===== src/rtl/insn_decode_pkg.sv =====
// constants and types shared by the instruction format decoder
// Notes on behaviour
// - an instruction word is 24 bits; top 8 bits pick the type
// - only three instruction types span two consecutive program words
// - every instruction falls in one of five groups
// - register word/byte ops yield base source, modifiable source, destination
// - file register ops yield file address and destination selector
// - bit ops yield a target and a bit position, literal or register
// - literal moves yield the literal and its target register or file
// - literal arithmetic yields base source, literal, optional destination
// - multiply-accumulate ops yield accumulator, sources, prefetches, write-back
// - other signal ops yield accumulator, operand, shift by register or literal
// - second word has zero top byte and alone acts as no-operation
// - two-word instructions take two instruction cycles
// - taken branches or true tests add one no-operation cycle; the decoder adds it to every branch opcode, taken or not
`default_nettype none
package insn_decode_pkg;
	localparam int WORD_W = 24;
	localparam int OP_MSB = 23;
	localparam int OP_LSB = 16;
	localparam int REG_W = 4;
	localparam int MODE_W = 3;
	// field positions within a single word
	localparam int BASE_LSB = 15;
	localparam int DEST_MODE_LSB = 11;
	localparam int DEST_LSB = 7;
	localparam int SRC_MODE_LSB = 4;
	localparam int SRC_LSB = 0;
	localparam int FILE_W = 13;
	localparam int FILE_LSB = 0;
	localparam int FILE_DEST_BIT = 13;
	localparam int BITPOS_LSB = 12;
	localparam int LIT_W = 16;
	localparam int LIT_LSB = 4;
	localparam int ACC_BIT = 15;
	localparam int SHIFT_LSB = 7;
	localparam int SHIFT_W = 6;
	localparam int MULSEL_LSB = 12;
	localparam int XPF_LSB = 6;
	localparam int YPF_LSB = 2;
	localparam int AWB_LSB = 0;
	// opcode ranges that select a class
	localparam logic [7:0] OP_NOP = 8'h00;
	localparam logic [7:0] OP_CTRL_HI = 8'h1f;
	localparam logic [7:0] OP_LIT_MOV_LO = 8'h20;
	localparam logic [7:0] OP_LIT_HI = 8'h3f;
	localparam logic [7:0] OP_WORD_HI = 8'h7f;
	localparam logic [7:0] OP_BIT_HI = 8'haf;
	localparam logic [7:0] OP_MAC_LO = 8'hc0;
	localparam logic [7:0] OP_MAC_HI = 8'hc7;
	localparam logic [7:0] OP_DSP_HI = 8'hcf;
	localparam logic [7:0] OP_FILE_LO = 8'hb0;
	localparam logic [7:0] OP_FILE_HI = 8'hbf;
	localparam logic [7:0] OP_LITMOV_HI = 8'h2f;
	// the three two-word types
	localparam logic [7:0] OP_GOTO = 8'h04;
	localparam logic [7:0] OP_CALL = 8'h02;
	localparam logic [7:0] OP_DO = 8'h08;
	// control opcodes that change the program counter or test and skip
	localparam logic [7:0] OP_BRA_LO = 8'h30;
	localparam logic [7:0] OP_BRA_HI = 8'h37;
	localparam logic [7:0] OP_SKIP_LO = 8'ha4;
	localparam logic [7:0] OP_SKIP_HI = 8'ha7;
	localparam logic [1:0] SINGLE_CYCLES = 2'h1;
	localparam logic [1:0] LONG_CYCLES = 2'h2;

	typedef enum logic [4:0] {
		CLS_WORD = 5'h01,
		CLS_BIT = 5'h02,
		CLS_LIT = 5'h04,
		CLS_DSP = 5'h08,
		CLS_CTRL = 5'h10
	} insn_class_t;

	typedef enum logic [1:0] {
		ST_FIRST = 2'h1,
		ST_SECOND = 2'h2
	} word_state_t;
endpackage
`default_nettype wire


===== src/rtl/insn_class_sort.sv =====
// opcode classifier: class, two-word marker and base cycle count
`default_nettype none
module insn_class_sort
	import insn_decode_pkg::*;
(
	// opcode in
	input wire logic [7:0] opcode,
	input wire logic cond_true,
	// classification out
	output insn_decode_pkg::insn_class_t insn_class,
	output logic two_word,
	output logic file_form,
	output logic lit_move,
	output logic mac_form,
	output logic [1:0] cycles
);
	wire logic is_ctrl = opcode <= OP_CTRL_HI;
	wire logic is_lit = opcode >= OP_LIT_MOV_LO && opcode <= OP_LIT_HI;
	wire logic is_word = opcode > OP_LIT_HI && opcode <= OP_WORD_HI;
	wire logic is_bit = opcode > OP_WORD_HI && opcode <= OP_BIT_HI;
	wire logic is_file = opcode >= OP_FILE_LO && opcode <= OP_FILE_HI;
	wire logic is_dsp = opcode >= OP_MAC_LO && opcode <= OP_DSP_HI;
	wire logic is_pcchg = (opcode >= OP_BRA_LO && opcode <= OP_BRA_HI);
	wire logic is_skip = opcode >= OP_SKIP_LO && opcode <= OP_SKIP_HI;

	// one of five groups; file forms count as word/byte ops
	assign insn_class = is_ctrl ? CLS_CTRL :
		is_lit ? CLS_LIT :
		(is_word || is_file) ? CLS_WORD :
		is_bit ? CLS_BIT :
		is_dsp ? CLS_DSP : CLS_CTRL;
	// exactly three types are two words long
	assign two_word = opcode == OP_GOTO || opcode == OP_CALL ||
		opcode == OP_DO;
	assign file_form = is_file;
	assign lit_move = is_lit && opcode <= OP_LITMOV_HI;
	assign mac_form = opcode >= OP_MAC_LO && opcode <= OP_MAC_HI;
	// branches and true tests cost one extra no-operation cycle
	assign cycles = (two_word || is_pcchg || (is_skip && cond_true)) ?
		LONG_CYCLES : SINGLE_CYCLES;
endmodule
`default_nettype wire


===== src/rtl/insn_field_split.sv =====
// operand field extraction from one instruction word
`default_nettype none
module insn_field_split
	import insn_decode_pkg::*;
(
	// word in
	input wire logic [23:0] word,
	// register operands
	output logic [3:0] base_source_reg,
	output logic [3:0] modifiable_source_reg,
	output logic [2:0] source_mode,
	output logic [3:0] result_dest_reg,
	output logic [2:0] dest_mode,
	// file, literal and bit operands
	output logic [12:0] file_addr,
	output logic dest_is_file,
	output logic [15:0] literal,
	output logic [3:0] bit_pos,
	// signal processing operands
	output logic acc_sel,
	output logic [3:0] mul_pair,
	output logic [3:0] x_prefetch,
	output logic [3:0] y_prefetch,
	output logic [1:0] acc_writeback,
	output logic [5:0] shift_amount,
	output logic [3:0] shift_count_reg
);
	// fields overlap by design; the class tells the consumer which apply
	assign base_source_reg = word[BASE_LSB+:REG_W];
	assign modifiable_source_reg = word[SRC_LSB+:REG_W];
	assign source_mode = word[SRC_MODE_LSB+:MODE_W];
	assign result_dest_reg = word[DEST_LSB+:REG_W];
	assign dest_mode = word[DEST_MODE_LSB+:MODE_W];
	assign file_addr = word[FILE_LSB+:FILE_W];
	assign dest_is_file = word[FILE_DEST_BIT];
	assign literal = word[LIT_LSB+:LIT_W];
	assign bit_pos = word[BITPOS_LSB+:REG_W];
	assign acc_sel = word[ACC_BIT];
	assign mul_pair = word[MULSEL_LSB+:4];
	assign x_prefetch = word[XPF_LSB+:4];
	assign y_prefetch = word[YPF_LSB+:4];
	assign acc_writeback = word[AWB_LSB+:2];
	assign shift_amount = word[SHIFT_LSB+:SHIFT_W];
	assign shift_count_reg = word[SRC_LSB+:REG_W];
endmodule
`default_nettype wire


===== src/rtl/insn_format_decode.sv =====
// top level instruction format decoder facing the fetch stage
`default_nettype none
module insn_format_decode
	import insn_decode_pkg::*;
#(
	parameter int WORD_WIDTH = 24
) (
	// clock and reset
	input wire logic clock,
	input wire logic reset_n,
	// fetch side
	input wire logic word_valid,
	input wire logic [23:0] word_in,
	input wire logic cond_true,
	// execution side
	output logic dec_valid,
	output insn_decode_pkg::insn_class_t insn_class,
	output logic is_nop,
	output logic is_two_word,
	output logic second_word_valid,
	output logic [23:0] second_word,
	output logic [1:0] exec_cycles,
	output logic [3:0] base_source_reg,
	output logic [3:0] modifiable_source_reg,
	output logic [2:0] source_mode,
	output logic [3:0] result_dest_reg,
	output logic [2:0] dest_mode,
	output logic [12:0] file_addr,
	output logic dest_is_file,
	output logic dest_is_work_zero,
	output logic [15:0] literal,
	output logic [3:0] bit_pos,
	output logic bit_pos_from_reg,
	output logic acc_sel,
	output logic [3:0] mul_pair,
	output logic [3:0] x_prefetch,
	output logic [3:0] y_prefetch,
	output logic [1:0] acc_writeback,
	output logic [5:0] shift_amount,
	output logic [3:0] shift_count_reg
);
	// the field map is fixed, so only the documented word width is served
	if (WORD_WIDTH != WORD_W) begin : g_bad_width
		$error("word width must be 24");
	end

	// ---------------------------------------------------------------
	// reset release
	// ---------------------------------------------------------------
	logic rst_meta;
	logic rst_sync;
	always_ff @(posedge clock or negedge reset_n) begin
		if (!reset_n) begin
			rst_meta <= 1'b0;
			rst_sync <= 1'b0;
		end else begin
			rst_meta <= 1'b1;
			rst_sync <= rst_meta;
		end
	end

	// ---------------------------------------------------------------
	// classification and field split
	// ---------------------------------------------------------------
	word_state_t state;
	word_state_t next_state;
	insn_class_t cls;
	logic two_w;
	logic file_f;
	logic lit_mv;
	logic mac_f;
	logic [1:0] cyc;
	logic [3:0] f_base;
	logic [3:0] f_src;
	logic [2:0] f_smode;
	logic [3:0] f_dst;
	logic [2:0] f_dmode;
	logic [12:0] f_file;
	logic f_dfile;
	logic [15:0] f_lit;
	logic [3:0] f_bit;
	logic f_acc;
	logic [3:0] f_mul;
	logic [3:0] f_xpf;
	logic [3:0] f_ypf;
	logic [1:0] f_awb;
	logic [5:0] f_shift;
	logic [3:0] f_shreg;

	// type lives in the top byte of the 24-bit word
	wire logic [7:0] opcode = word_in[OP_MSB:OP_LSB];

	insn_class_sort u_sort (
		.opcode(opcode),
		.cond_true(cond_true),
		.insn_class(cls),
		.two_word(two_w),
		.file_form(file_f),
		.lit_move(lit_mv),
		.mac_form(mac_f),
		.cycles(cyc)
	);

	insn_field_split u_split (
		.word(word_in),
		.base_source_reg(f_base),
		.modifiable_source_reg(f_src),
		.source_mode(f_smode),
		.result_dest_reg(f_dst),
		.dest_mode(f_dmode),
		.file_addr(f_file),
		.dest_is_file(f_dfile),
		.literal(f_lit),
		.bit_pos(f_bit),
		.acc_sel(f_acc),
		.mul_pair(f_mul),
		.x_prefetch(f_xpf),
		.y_prefetch(f_ypf),
		.acc_writeback(f_awb),
		.shift_amount(f_shift),
		.shift_count_reg(f_shreg)
	);

	wire logic in_second = state == ST_SECOND;
	// nothing is taken until the released reset has passed both flops
	wire logic take_first = word_valid && rst_sync && !in_second;
	wire logic take_second = word_valid && rst_sync && in_second;
	// a lone word with zero top byte decodes as no-operation
	wire logic lone_nop = opcode == OP_NOP;
	// bit position comes from the base register in register bit forms
	wire logic pos_reg = cls == CLS_BIT && word_in[SRC_MODE_LSB+2];
	// non-multiplying dsp shift comes from a register when mode bit set
	wire logic shift_by_reg = cls == CLS_DSP && !mac_f && f_smode[0];

	// ---------------------------------------------------------------
	// two-word tracking
	// ---------------------------------------------------------------
	always_comb begin
		next_state = state;
		case (state)
			ST_FIRST: begin
				if (take_first && two_w)
					next_state = ST_SECOND;
			end
			ST_SECOND: begin
				if (take_second)
					next_state = ST_FIRST;
			end
			default: begin
				next_state = ST_FIRST;
			end
		endcase
	end

	always_ff @(posedge clock or negedge reset_n) begin
		if (!reset_n)
			state <= ST_FIRST;
		else if (!rst_sync)
			state <= ST_FIRST;
		else
			state <= next_state;
	end

	// ---------------------------------------------------------------
	// registered outputs, all fields in one cycle
	// ---------------------------------------------------------------
	always_ff @(posedge clock or negedge reset_n) begin
		if (!reset_n) begin
			dec_valid <= 1'b0;
			second_word_valid <= 1'b0;
			second_word <= 24'h000000;
		end else begin
			dec_valid <= rst_sync && take_first;
			second_word_valid <= rst_sync && take_second;
			if (take_second)
				second_word <= word_in;
		end
	end

	always_ff @(posedge clock or negedge reset_n) begin
		if (!reset_n) begin
			insn_class <= CLS_CTRL;
			is_nop <= 1'b1;
			is_two_word <= 1'b0;
			exec_cycles <= SINGLE_CYCLES;
		end else if (take_first) begin
			insn_class <= cls;
			is_nop <= lone_nop;
			is_two_word <= two_w;
			exec_cycles <= cyc;
		end
	end

	always_ff @(posedge clock or negedge reset_n) begin
		if (!reset_n) begin
			base_source_reg <= 4'h0;
			modifiable_source_reg <= 4'h0;
			source_mode <= 3'h0;
			result_dest_reg <= 4'h0;
			dest_mode <= 3'h0;
			file_addr <= 13'h0000;
			dest_is_file <= 1'b0;
			dest_is_work_zero <= 1'b0;
			literal <= 16'h0000;
			bit_pos <= 4'h0;
			bit_pos_from_reg <= 1'b0;
		end else if (take_first) begin
			base_source_reg <= f_base;
			modifiable_source_reg <= f_src;
			source_mode <= f_smode;
			result_dest_reg <= f_dst;
			dest_mode <= f_dmode;
			file_addr <= f_file;
			dest_is_file <= file_f && f_dfile;
			dest_is_work_zero <= file_f && !f_dfile;
			// moves carry a wider literal, arithmetic a narrow one
			literal <= lit_mv ? f_lit : {6'h00, f_lit[9:0]};
			bit_pos <= f_bit;
			bit_pos_from_reg <= pos_reg;
		end
	end

	always_ff @(posedge clock or negedge reset_n) begin
		if (!reset_n) begin
			acc_sel <= 1'b0;
			mul_pair <= 4'h0;
			x_prefetch <= 4'h0;
			y_prefetch <= 4'h0;
			acc_writeback <= 2'h0;
			shift_amount <= 6'h00;
			shift_count_reg <= 4'h0;
		end else if (take_first) begin
			acc_sel <= f_acc;
			mul_pair <= mac_f ? f_mul : 4'h0;
			x_prefetch <= mac_f ? f_xpf : 4'h0;
			y_prefetch <= mac_f ? f_ypf : 4'h0;
			acc_writeback <= mac_f ? f_awb : 2'h0;
			shift_amount <= shift_by_reg ? 6'h00 : f_shift;
			shift_count_reg <= shift_by_reg ? f_shreg : 4'h0;
		end
	end
endmodule
`default_nettype wire


===== config.mk =====
export PLATFORM = sky130hd
export DESIGN_NAME = insn_format_decode
export DESIGN_NICKNAME = d
export VERILOG_FILES = /design/src/rtl/insn_decode_pkg.sv /design/src/rtl/insn_class_sort.sv /design/src/rtl/insn_field_split.sv /design/src/rtl/insn_format_decode.sv
export SDC_FILE = /design/constraint.sdc
export NUM_CORES = 1
export LEC_CHECK = 0
export ABC_AREA = 1
export BUFFER_PORTS_ARGS = -buffer_cell sky130_fd_sc_hd__buf_2
export CAP_MARGIN = 20
export CELL_PAD_IN_SITES_DETAIL_PLACEMENT = 2
export CELL_PAD_IN_SITES_GLOBAL_PLACEMENT = 2
export CORE_MARGIN = 2
export CORE_UTILIZATION = 28
export DETAILED_ROUTE_END_ITERATION = 12
export PLACE_DENSITY_LB_ADDON = 0.1
export SETUP_SLACK_MARGIN = 0.15
export SYNTH_ARGS = -nofsm -noshare
export SYNTH_HDL_FRONTEND = slang
export SYNTH_HIERARCHICAL = 1
export SYNTH_SLANG_ARGS = --single-unit

===== constraint.sdc =====
create_clock -name clock -period 1.15 [get_ports clock]
set_input_delay 0.1725 -clock clock [delete_from_list [all_inputs] [get_ports clock]]
set_output_delay 0.1725 -clock clock [all_outputs]
set_load 0.01 [all_outputs]

# After elaboration in Yosys (flattened, before gate mapping)
# Index checks and enable logic that the tools add are counted.
dict set report word_totals {
  register_bits 118
  inputBits 28
  out_inout_bits 114
  word_cells 102
}
dict set report classes {
  magnitude_cmp 17
  n_eq_ne 9
  muxes 17
  reduce_logical 31
}
# operator count
set op_table {}
lappend op_table {{<= comparator 8 bit, second input constant} 5}
lappend op_table {{2-to-1 mux 5 bit} 5}
lappend op_table {{greater-or-equal comparator 8 bit, second input constant} 3}
lappend op_table {{<= comparator 8 x 6 -> 1 bit, second input constant} 3}
lappend op_table {{logical AND 1 bit} 21}
lappend op_table {{greater-or-equal comparator 8 x 6 -> 1 bit, second input constant} 2}
lappend op_table {{2-to-1 mux 16 bit} 1}
lappend op_table {{2-to-1 mux 4 bit} 4}
lappend op_table {{2-to-1 mux 2 bit} 5}
lappend op_table {{== test 8 x 2 -> 1 bit, second input constant} 1}
lappend op_table {{== test 8 x 3 -> 1 bit, second input constant} 1}
lappend op_table {{== test 8 x 4 -> 1 bit, second input constant} 1}
lappend op_table {{greater-than comparator 8 x 6 -> 1 bit, second input constant} 1}
lappend op_table {{greater-than comparator 8 x 7 -> 1 bit, second input constant} 1}
lappend op_table {{<= comparator 8 x 5 -> 1 bit, second input constant} 1}
lappend op_table {{<= comparator 8 x 7 -> 1 bit, second input constant} 1}
lappend op_table {{zero test 8 bit} 1}
lappend op_table {{2-to-1 mux 6 bit} 1}
lappend op_table {{== test 5 x 2 -> 1 bit, second input constant} 1}
lappend op_table {{== test 5 x 4 -> 1 bit, second input constant} 1}
lappend op_table {{logical OR 1 bit} 5}
lappend op_table {{one-hot mux 2 bit (2 select lines)} 1}
lappend op_table {{zero test 1 bit} 3}
lappend op_table {{!= test 3 x 2 -> 1 bit, second input constant} 1}
lappend op_table {{other kinds (4)} 4}

# Logic depth before layout (Yosys ltp)
# Gate-level depths: netlist of the first run.
dict set report depth {
  depth_word 11
  mapped_depth 10
}

# Modules after synthesis
# The synthesis of the first run kept the hierarchy.
# mod instances cells_each area_per_inst_um2
set modules_own_cells {}
lappend modules_own_cells {insn_format_decode 1 540 4675.7}
lappend modules_own_cells {insn_field_split 1 77 578.1}
lappend modules_own_cells {insn_class_sort 1 47 202.7}

# Least setup slack after synthesis of the first run
# No wires, ideal clock.
dict set report synth_timing {
  kind {register to register}
  start {register state[0]}
  end {register shift_amount[0]}
  setup_time_ns 0.117
  arrival_time_ns 1.070
  slack_ns -0.037
  stages_incl_launch_ff 8
  period_less_slack_ns 1.187
  cell_sequence {dfstp_2 inv_1 nand2_2 nand2_4 buf_6 buf_6 nand2_1 nand2_1}
}
dict set report synth_via {
  elab_chain_len 3
}
# element line_no
set synth_lines {}
lappend synth_lines {{from (decl)} insn_format_decode.sv:65} ;# word_state_t state;
lappend synth_lines {{from (signal assigned)} insn_format_decode.sv:161} ;# state <= next_state;
lappend synth_lines {{== test 2 bit} insn_format_decode.sv:124} ;# wire logic in_second = state == ST_SECOND;
lappend synth_lines {{zero test 1 bit} insn_format_decode.sv:126} ;# wire logic take_first = word_valid && rst_sync && !in_second;
lappend synth_lines {{logical AND 1 bit} insn_format_decode.sv:126}
lappend synth_lines {{to (signal assigned)} insn_format_decode.sv:238} ;# shift_amount <= shift_by_reg ? 6'h00 : f_shift;
lappend synth_lines {{to (decl)} insn_format_decode.sv:39} ;# output logic [5:0] shift_amount,
# Every way passes these cells.
# A chain may end at the register's enable or synchronous reset.

# Worst setup path after layout of the first run
dict set report layout_timing {
  start {register state[0]}
  end {register result_dest_reg[0]}
}
dict set report layout_via {
  elab_chain_len 3
}
# element line_no
set layout_lines {}
lappend layout_lines {{== test 2 bit} insn_format_decode.sv:124}
lappend layout_lines {{zero test 1 bit} insn_format_decode.sv:126}
lappend layout_lines {{logical AND 1 bit} insn_format_decode.sv:126}
lappend layout_lines {{to (signal assigned)} insn_format_decode.sv:211} ;# result_dest_reg <= f_dst;
lappend layout_lines {{to (decl)} insn_format_decode.sv:26} ;# output logic [3:0] result_dest_reg,
# Every way passes these cells.

==> flow_metrics.py, run 1 <==
metrics = {
    "drt": {
        "wirelength_mm": 20.66,
        "num_vias": 4998,
        "detail-route-antenna-nets": 0,
        "drt_iter0_markers": 114,
        "drc": 0,
        "viasPerCell": 4.400,
        "routedWlPerCell_um": 18.18,
        "first_pass_iters": 4,
    },
    "yosys": {
        "ys_ff_latch": 118,
        "synth_top_flop_cell": "dfrtp_1",
        "synth_area_leaders": "dfrtp_1 (52%), nand2_1 (22%), buf_4 (11%)",
        "ys_async_sr_fraction": 1.000,
        "syn_area_mm2": 0.005456,
        "syn_inst": 664,
        "syn-num-nets": 692,
        "synth_seq_area_share": 0.5421,
        "yosys_warnings": 6,
        "synth_top_area_frac": 0.5228,
        "netlist_top_cells_count": "nand2_1 (325), dfrtp_1 (114), buf_4 (77)",
        "synth.most_common_cell": "nand2_1",
        "yosysTopAreaCell": "dfrtp_1",
        "synth_edf_count": 0,
        "synth_cell_types": 22,
        "syn_avg_cell_area_um2": 8.218,
    },
    "power_and_ir_drop": {
        "leakage_nw": 4.573,
        "intPower_mw": 9.012,
        "clock_power_share": 0.467,
        "comb_power_share": 0.155,
        "power_density_mw_per_mm2": 1505,
        "p_sw_mw": 3.195,
        "p_sw_frac": 0.2618,
        "vdd.ir_drop.worst_mv": 0.8816,
        "seq_power_share": 0.378,
    },
    "cells_and_area": {
        "top_regs": "second_word (24), literal (16), file_addr (13)",
        "nFillCells": 2196,
        "fin_nets": 886,
        "syn2layout_area_growth_pct": 48.61,
        "finalNonFillerCells": 1136,
        "fin_area_mm2": 0.008109,
        "antennaDiodeCount": 0,
        "drive_gt1_frac": 0.4214,
        "largest_reg_flops": 24,
        "top_register": "second_word",
    },
    "place": {
        "finalWeightedCongestion": 0.7525,
        "place_area_mm2": 0.006217,
        "io_buffers": 141,
        "dpl_worst_slack_ns": -0.3309,
        "dp.cells": 1014,
        "dp_hpwl_mm": 12.80,
    },
    "sta": {
        "rsz0062_at_grt": "true",
        "fmax_mhz": 729.5,
        "min_period_over_period": 1.192,
        "timing.hold.ws_ns": 0.01340,
        "slew_viol_final": 0,
        "fin_crit_ns": 1.371,
        "layout_setup_ws_ns": -0.2208,
        "setup_viol": 123,
        "hold_viol_final": 0,
        "fin_skew_ns": 0.009080,
    },
    "clock_tree": {
        "cts_tree": "yes",
        "cts_max_level": 4,
        "cts_buffers": 17,
        "cts_sinks": 118,
        "cts.clk_slew.worst_paths_ns": 0.06,
        "cts_root_buf": "clkbuf_16",
        "clk_latency_ns": 0.42,
        "cts.path.max_buffers": 2,
    },
    "grt": {
        "antenna_found_initial": 1,
        "grt_pass1_vias": 5453,
        "grt_max_degree": 35,
        "grtUsageTotal": 0.1978,
        "grt_pass1_wl_mm": 30.32,
        "grt_overflow_total": 0,
    },
    "floorplanning": {
        "fp.dieW_um": 143.6,
        "chipHeight_um": 143.6,
        "core_area_mm2": 0.01927,
        "num_io_pins": 142,
        "initial_core_util": 0.2831,
        "design.die.area_mm2": 0.02062,
        "num_rows": 51,
    },
    "setup_path": {
        "crit_arrival_ns": 1.68,
        "cp_max_fo": 16,
        "startpoint_type": "flop",
        "worstPathRequired_ns": 1.46,
        "criticalPathCategory": "flop to flop",
        "worst_setup_path_end_kind": "flop",
    },
    "outcome": {
        "outcome": "complete, but fails checks",
        "violations": "setup timing",
    },
    "job": {
        "cap_violations": 0,
    },
    "worst_hold_path": {
        "hold_class": "input pin to flop",
    },
}
-- per-stage QoR --
step / total power, mW / setup TNS, ns / util
floorplan: 5.401 / -0.2374 / -
global placement: 5.971 / -9.833 / 0.3226
detailed placement: 6.031 / -14.48 / 0.3226
CTS: 12.05 / -16.59 / 0.3891
global route: 12.75 / -26.26 / 0.4208
finish: 12.21 / -18.55 / 0.4208
-- final cells by class --
class	count	area [um^2]	share of cell area
Clock inverter	13	180.2	0.02222
Inverter	36	150.1	0.01852
Tap cell	265	331.6	0.04089
Clock buffer	19	442.9	0.05462
Multi-Input combinational cell	409	1839	0.2268
Sequential cell	118	2958	0.3648
Timing Repair Buffer	276	2207	0.2722
-- worst max-delay path, cell delays in order (launching register included) --
cell     delay [ns]
dfstp_2        0.54
inv_2          0.05
nand2_4        0.08
nand2_8        0.11
buf_4          0.17
buf_16         0.16
nand2_1        0.08
nand2_1        0.06
-- kinds of logic (layout without fill, tap and decap cells) --
family	Yosys count	count (layout)	share of synthesized area
other	1	1	0.0006873
AND/OR/NAND/NOR	377	377	0.2662
flip-flops	118	118	0.5421
AO/OA/AOI/OAI	31	31	0.02866
buffers and inverters	137	344	0.1623
-- cells in the final DEF (no fill, tap or decap), types with 9 or more instances in the layout --
cell type	n
inv_1	29
nand2_4	9
nand2_2	20
nand2_1	297
buf_12	9
buf_2	110
clkbuf_16	20
buf_6	34
nor2_1	33
nand3_1	9
dfrtp_1	114
o21ai_2	12
o21ai_1	10
buf_4	112
-- layer usage --
metal,vias to the layer above,track usage,wire length [um]
li1,2324,-,-
met1,2545,0.2333,8452
met2,105,0.3534,10960
met3,22,0.05798,922
met4,2,0.04799,309
met5,-,0,13
-- what timing repair did --
item | 4_1_cts | 5_1_grt
setup buffers | 41 | 41
cloned | 4 | 3
pin swaps | 0 | 1
hold buffers | 1 | 0
endpoints found under the hold margin | 114 | 0
setup endpoints to repair | 230 | 230
gates resized for setup | 72 | 68
-- final timing paths --
check	depth (start not counted)	slack (ns)	endpoint	start
worst min-delay path	3	0.01	base_source_reg[2]	word_in[17]
worst max register to register	7	-0.22	result_dest_reg[0]	state[0]
worst min register to register	0	0.35	rst_sync	rst_meta
worst max-delay path	7	-0.22	result_dest_reg[0]	state[0]
max in group asynchronous	3	0.41	exec_cycles[0]	reset_n
min in group asynchronous	2	0.20	result_dest_reg[2]	reset_n
-- power by group through the flow --
stage | Combinational [mW] | Clock, mW | Sequential [mW]
2_1_floorplan | 0.607 | 0 | 4.79
3_3_place_gp | 1.31 | 0 | 4.66
3_5_place_dp | 1.36 | 0 | 4.67
4_1_cts | 1.66 | 5.78 | 4.61
5_1_grt | 2.08 | 6.02 | 4.65
6_report | 1.89 | 5.70 | 4.62
No activity file was read; power rests on OpenSTA's default activity.
==> inputs of run 2 (changes only) <==
--- a/config.mk
+++ b/config.mk
@@ -13,6 +13,7 @@
 export CORE_MARGIN = 2
 export CORE_UTILIZATION = 28
 export DETAILED_ROUTE_END_ITERATION = 12
+export GPL_TIMING_DRIVEN = 0
 export PLACE_DENSITY_LB_ADDON = 0.1
 export SETUP_SLACK_MARGIN = 0.15
 export SYNTH_ARGS = -nofsm -noshare
==> flow_metrics.py, run 2 (same netlist as run 1, synthesis figures left out) <==
metrics = {
    "outcome": {
        "outcome": "complete, but fails checks",
        "violations": "hold timing, setup timing",
    },
    "power_and_ir_drop": {
        "leakage_nw": 4.653,
        "vdd.ir_drop.worst_mv": 1.024,
        "power_density_mw_per_mm2": 1488,
    },
    "drt": {
        "drt_iter0_markers": 110,
        "num_vias": 5016,
        "detail-route-antenna-nets": 0,
        "first_pass_iters": 4,
        "top_layer": "met4",
        "viasPerCell": 4.265,
        "routedWlPerCell_um": 17.22,
        "drc": 0,
        "wirelength_mm": 20.25,
        "wl_met1_mm": 8.473,
        "wl_met3_um": 882,
        "wl_met2_mm": 10.67,
    },
    "sta": {
        "relSlewSlack": 0.5497,
        "setup_viol": 115,
        "hold_viol_final": 34,
        "fin_crit_ns": 1.339,
        "fmax_mhz": 746.6,
        "slew_viol_final": 0,
        "fin_skew_ns": 0.004176,
        "min_period_over_period": 1.165,
        "timing.hold.ws_ns": -0.3608,
        "tightest_slew_ns": 0.6703,
        "rsz0062_at_grt": "true",
        "layout_setup_ws_ns": -0.1893,
    },
    "grt": {
        "grt_pass1_vias": 5316,
        "grt_pass1_wl_mm": 29.19,
        "grtUsageTotal": 0.1904,
        "grt_overflow_total": 0,
        "grt_max_degree": 85,
        "antenna_found_initial": 0,
    },
    "cells_and_area": {
        "final_common_cell": "nand2_1",
        "syn2layout_area_growth_pct": 50.17,
        "antennaDiodeCount": 0,
        "fin_nets": 926,
        "top_regs": "second_word (24), literal (16), file_addr (13)",
        "top_register": "second_word",
        "drive_gt1_frac": 0.4171,
        "nFillCells": 2145,
        "largest_reg_flops": 24,
        "fin_area_mm2": 0.008194,
        "layout_common_cells": "nand2_1 (318), buf_4 (145), dfrtp_1 (114)",
    },
    "setup_path": {
        "criticalPathCategory": "flop to flop",
        "worst_setup_path_end_kind": "flop",
        "startpoint_type": "flop",
        "startpoint": "state[0]",
        "cp_max_fo": 5,
        "crit_arrival_ns": 1.70,
        "critPathCapture": "second_word[12]",
        "rrSetupSlack_ns": -0.19,
        "reg2regPathDepth": 8,
        "reg2reg_to": "second_word[12]",
        "timing.rr.start": "state[0]",
        "worstPathRequired_ns": 1.51,
    },
    "floorplanning": {
        "fp.dieW_um": 143.6,
        "initial_core_util": 0.2831,
        "chipHeight_um": 143.6,
        "core_area_mm2": 0.01927,
        "num_rows": 51,
        "design.die.area_mm2": 0.02062,
        "num_io_pins": 142,
    },
    "clock_tree": {
        "clk_latency_ns": 0.42,
        "cts_buffers": 17,
        "cts_root_buf": "clkbuf_16",
        "cts_tree": "yes",
        "cts_max_level": 4,
        "cts.path.max_buffers": 2,
        "cts.clk_slew.worst_paths_ns": 0.06,
        "cts_sinks": 118,
    },
    "place": {
        "place_area_mm2": 0.006554,
        "dp_hpwl_mm": 13.55,
        "io_buffers": 141,
        "finalWeightedCongestion": 0.7650,
    },
    "job": {
        "cap_violations": 0,
    },
    "worst_hold_path": {
        "hold_class": "input pin to async pin",
    },
}
-- run 2: cell types whose count changed in the layout (fill, tap and decap cells not counted), moves of 8 or more --
cell | before | now
o21ai_2 | 12 | 4
nand2_1 | 297 | 318
buf_6 | 34 | 42
buf_4 | 112 | 145
nand2_2 | 20 | 7
-- run 2: worst min path at each step --
stage	startpoint	endpoint	slack (ns)	cells past startpoint
global placement	rst_meta	rst_sync	0.33	0
CTS	reset_n	dec_valid	-0.36	1
finish	reset_n	result_dest_reg[2]	-0.36	1
floorplan	reset_n	acc_sel	-0.12	0
global route	reset_n	modifiable_source_reg[2]	-0.36	1
detailed placement	reset_n	dec_valid	0.09	1
-- run 2: layout make-up --
type / count / area (um^2) / area share
well taps: 265 / 331.6 / 0.04046
plain buffers: 101 / 882.1 / 0.1077
inverters: 36 / 152.6 / 0.01863
clock buffers: 19 / 452.9 / 0.05528
clock inverters: 13 / 178.9 / 0.02184
flip-flops and latches: 118 / 2958 / 0.3610
repair buffers: 214 / 1520 / 0.1855
multi-input cells: 410 / 1718 / 0.2097
-- run 2: report_power, final --
| part | total [mW] | switching, mW | internal [mW] |
|---|---|---|---|
| Clock | 5.71 | 1.99 | 3.72 |
| Combinational | 1.85 | 0.958 | 0.897 |
| Sequential | 4.62 | 0.175 | 4.45 |
| Total | 12.2 | 3.13 | 9.07 |
-- run 2: metal layers --
metal / up-vias / track usage
li1: 2403 / -
met1: 2492 / 0.2319
met2: 103 / 0.3351
met3: 18 / 0.04265
met4: 0 / 0.05882
met5: - / 0
-- run 2: critical path, stage by stage, from the launching register on --
cell       delay, ns
dfstp_2         0.54
inv_2           0.06
nand2_8         0.09
inv_2           0.06
nand2_4         0.13
buf_8           0.14
clkbuf_16       0.14
nand2_1         0.05
nand2_1         0.06
-- run 2: per-stage QoR --
stage          power [mW]  setup slack, ns  instances  TNS (ns)    util
6_report            12.19          -0.1893       1176    -15.84  0.4252
5_1_grt             12.76          -0.2521       1176    -22.63  0.4252
4_1_cts             12.02          -0.1747       1110    -14.82  0.3836
3_5_place_dp        6.151          -0.4599       1071    -28.54  0.3401
3_3_place_gp        6.067           -1.683       1070   -216.67  0.3383
2_1_floorplan       5.401        -0.006193        664   -0.2374       -
-- run 2: what timing repair did --
action / in CTS / in global routing
pin swaps: 1 / 5
hold endpoints to repair: 34 / 34
setup buffers: 7 / 63
setup endpoints to repair: 230 / 230
cloned: 0 / 3
resized for setup: 51 / 74
==> inputs of run 3 (changes only) <==
--- a/config.mk
+++ b/config.mk
@@ -15,7 +15,8 @@
 export DETAILED_ROUTE_END_ITERATION = 12
 export GPL_TIMING_DRIVEN = 0
 export PLACE_DENSITY_LB_ADDON = 0.1
-export SETUP_SLACK_MARGIN = 0.15
+export RECOVER_POWER = 50
+export SETUP_SLACK_MARGIN = 0.5
 export SYNTH_ARGS = -nofsm -noshare
 export SYNTH_HDL_FRONTEND = slang
 export SYNTH_HIERARCHICAL = 1
==> flow_metrics.py, run 3 (same netlist as run 1, synthesis figures left out) <==
metrics = {
    "power_and_ir_drop": {
        "power_density_mw_per_mm2": 1446,
        "vdd.ir_drop.worst_mv": 0.9591,
        "leakage_nw": 4.658,
    },
    "sta": {
        "relSlewSlack": 0.04646,
        "slew_viol_final": 0,
        "fin_crit_ns": 1.320,
        "setup_viol": 116,
        "rsz0062_at_grt": "true",
        "timing.hold.ws_ns": 0.04906,
        "fmax_mhz": 757.7,
        "hold_viol_final": 0,
        "fin_skew_ns": 0.01188,
        "min_period_over_period": 1.148,
        "layout_setup_ws_ns": -0.1698,
        "tightest_slew_ns": 1.430,
    },
    "cells_and_area": {
        "top_register": "second_word",
        "antennaDiodeCount": 0,
        "largest_reg_flops": 24,
        "drive_gt1_frac": 0.4098,
        "fin_nets": 936,
        "fin_area_mm2": 0.008099,
        "nFillCells": 2229,
        "finalNonFillerCells": 1185,
        "syn2layout_area_growth_pct": 48.43,
        "final_common_cell": "nand2_1",
        "top_regs": "second_word (24), literal (16), file_addr (13)",
        "layout_common_cells": "nand2_1 (321), buf_4 (160), dfrtp_1 (114)",
    },
    "setup_path": {
        "reg2reg_to": "second_word[6]",
        "cp_max_fo": 5,
        "startpoint_type": "flop",
        "timing.rr.start": "state[0]",
        "crit_arrival_ns": 1.66,
        "worstPathRequired_ns": 1.49,
        "reg2regPathDepth": 8,
        "worst_setup_path_end_kind": "flop",
        "rrSetupSlack_ns": -0.17,
        "criticalPathCategory": "flop to flop",
    },
    "worst_hold_path": {
        "hold_class": "input pin to flop",
        "holdPathEnd": "second_word[20]",
        "min_from": "word_in[20]",
        "hold_path_depth": 3,
    },
    "clock_tree": {
        "cts_max_level": 4,
        "cts_buffers": 17,
        "clk_latency_ns": 0.41,
        "cts_tree": "yes",
        "cts.clk_slew.worst_paths_ns": 0.06,
        "cts.path.max_buffers": 2,
        "cts_root_buf": "clkbuf_16",
        "cts_sinks": 118,
    },
    "drt": {
        "viasPerCell": 4.284,
        "drt_iter0_markers": 152,
        "detail-route-antenna-nets": 0,
        "routedWlPerCell_um": 17.12,
        "drc": 0,
        "wirelength_mm": 20.29,
        "num_vias": 5077,
        "first_pass_iters": 4,
    },
    "grt": {
        "antenna_found_initial": 0,
        "grtUsageTotal": 0.2003,
        "grt_overflow_total": 0,
        "grt_pass1_wl_mm": 30.80,
        "grt_max_degree": 63,
        "grt_pass1_vias": 5630,
    },
    "floorplanning": {
        "num_rows": 51,
        "chipHeight_um": 143.6,
        "design.die.area_mm2": 0.02062,
        "core_area_mm2": 0.01927,
        "num_io_pins": 142,
        "initial_core_util": 0.2831,
        "fp.dieW_um": 143.6,
    },
    "place": {
        "dp.cells": 1071,
        "finalWeightedCongestion": 0.7575,
        "dp_hpwl_mm": 13.56,
        "place_area_mm2": 0.006558,
        "io_buffers": 141,
    },
    "outcome": {
        "outcome": "complete, but fails checks",
        "violations": "setup timing",
    },
    "job": {
        "cap_violations": 0,
    },
}
run 3: cell type report:
class                   instances  area (um^2)  area share
plain buffers                 101        832.0      0.1027
clock buffers                  22        474.2     0.05855
clock inverters                 9        101.3     0.01251
inverters                      36        147.6     0.01823
multi-input cells             409         1658      0.2047
flip-flops and latches        118         2958      0.3652
well taps                     265        331.6     0.04094
repair buffers                225         1597      0.1971
run 3: power breakdown:
part / leakage [nW] / internal (mW) / switching [mW]
Clock: 0.286 / 3.33 / 1.94
Sequential: 1.54 / 4.45 / 0.172
Combinational: 2.83 / 0.881 / 0.938
Total: 4.66 / 8.66 / 3.05
run 3: worst max path at each step:
stage / to / cells after the start / startpoint / slack [ns]
3_3_place_gp: acc_sel / 1 / reset_n / -1.73
2_1_floorplan: is_two_word / 7 / state[0] / -0.006
3_5_place_dp: shift_amount[5] / 11 / word_in[20] / -0.43
5_1_grt: bit_pos[2] / 7 / state[0] / -0.24
6_report: second_word[6] / 8 / state[0] / -0.17
4_1_cts: source_mode[1] / 7 / state[0] / -0.18
run 3: what timing repair did:
item / 4_1_cts / 5_1_grt
gates cloned: 0 / 2
buffers inserted: 46 / 35
hold endpoints to repair: 54 / 54
pin swaps: 1 / 2
resized for setup: 54 / 28
endpoints found under the setup margin: 230 / 230
run 3: worst max-delay path: stages, from the launching register on:
cell and delay [ns]:
dfstp_2 0.54, inv_2 0.04, nand2_4 0.09, inv_2 0.06, nand2_4 0.11, buf_8 0.14, buf_8 0.12, nand2_1 0.06
nand2_1 0.07
run 3: routing by layer:
layer  vias to the layer above  GRT usage  share of wire
met2                       102     0.3591           0.52
met3                        19    0.04465          0.036
met5                         -          0              0
li1                       2410          -              -
met4                         0    0.06192          0.016
met1                      2546     0.2385           0.42
run 3: through the flow:
| step | power (mW) | setup WS [ns] | TNS, ns | util |
|---|---|---|---|---|
| 6_report | 11.71 | -0.1698 | -13.99 | 0.4203 |
| 5_1_grt | 12.26 | -0.2448 | -32.63 | 0.4203 |
| 4_1_cts | 11.72 | -0.1778 | -14.65 | 0.3985 |
| 3_5_place_dp | 6.150 | -0.4255 | -27.81 | 0.3403 |
| 3_3_place_gp | 6.069 | -1.728 | -221.64 | 0.3385 |
| 2_1_floorplan | 5.403 | -0.006188 | -0.2370 | - |
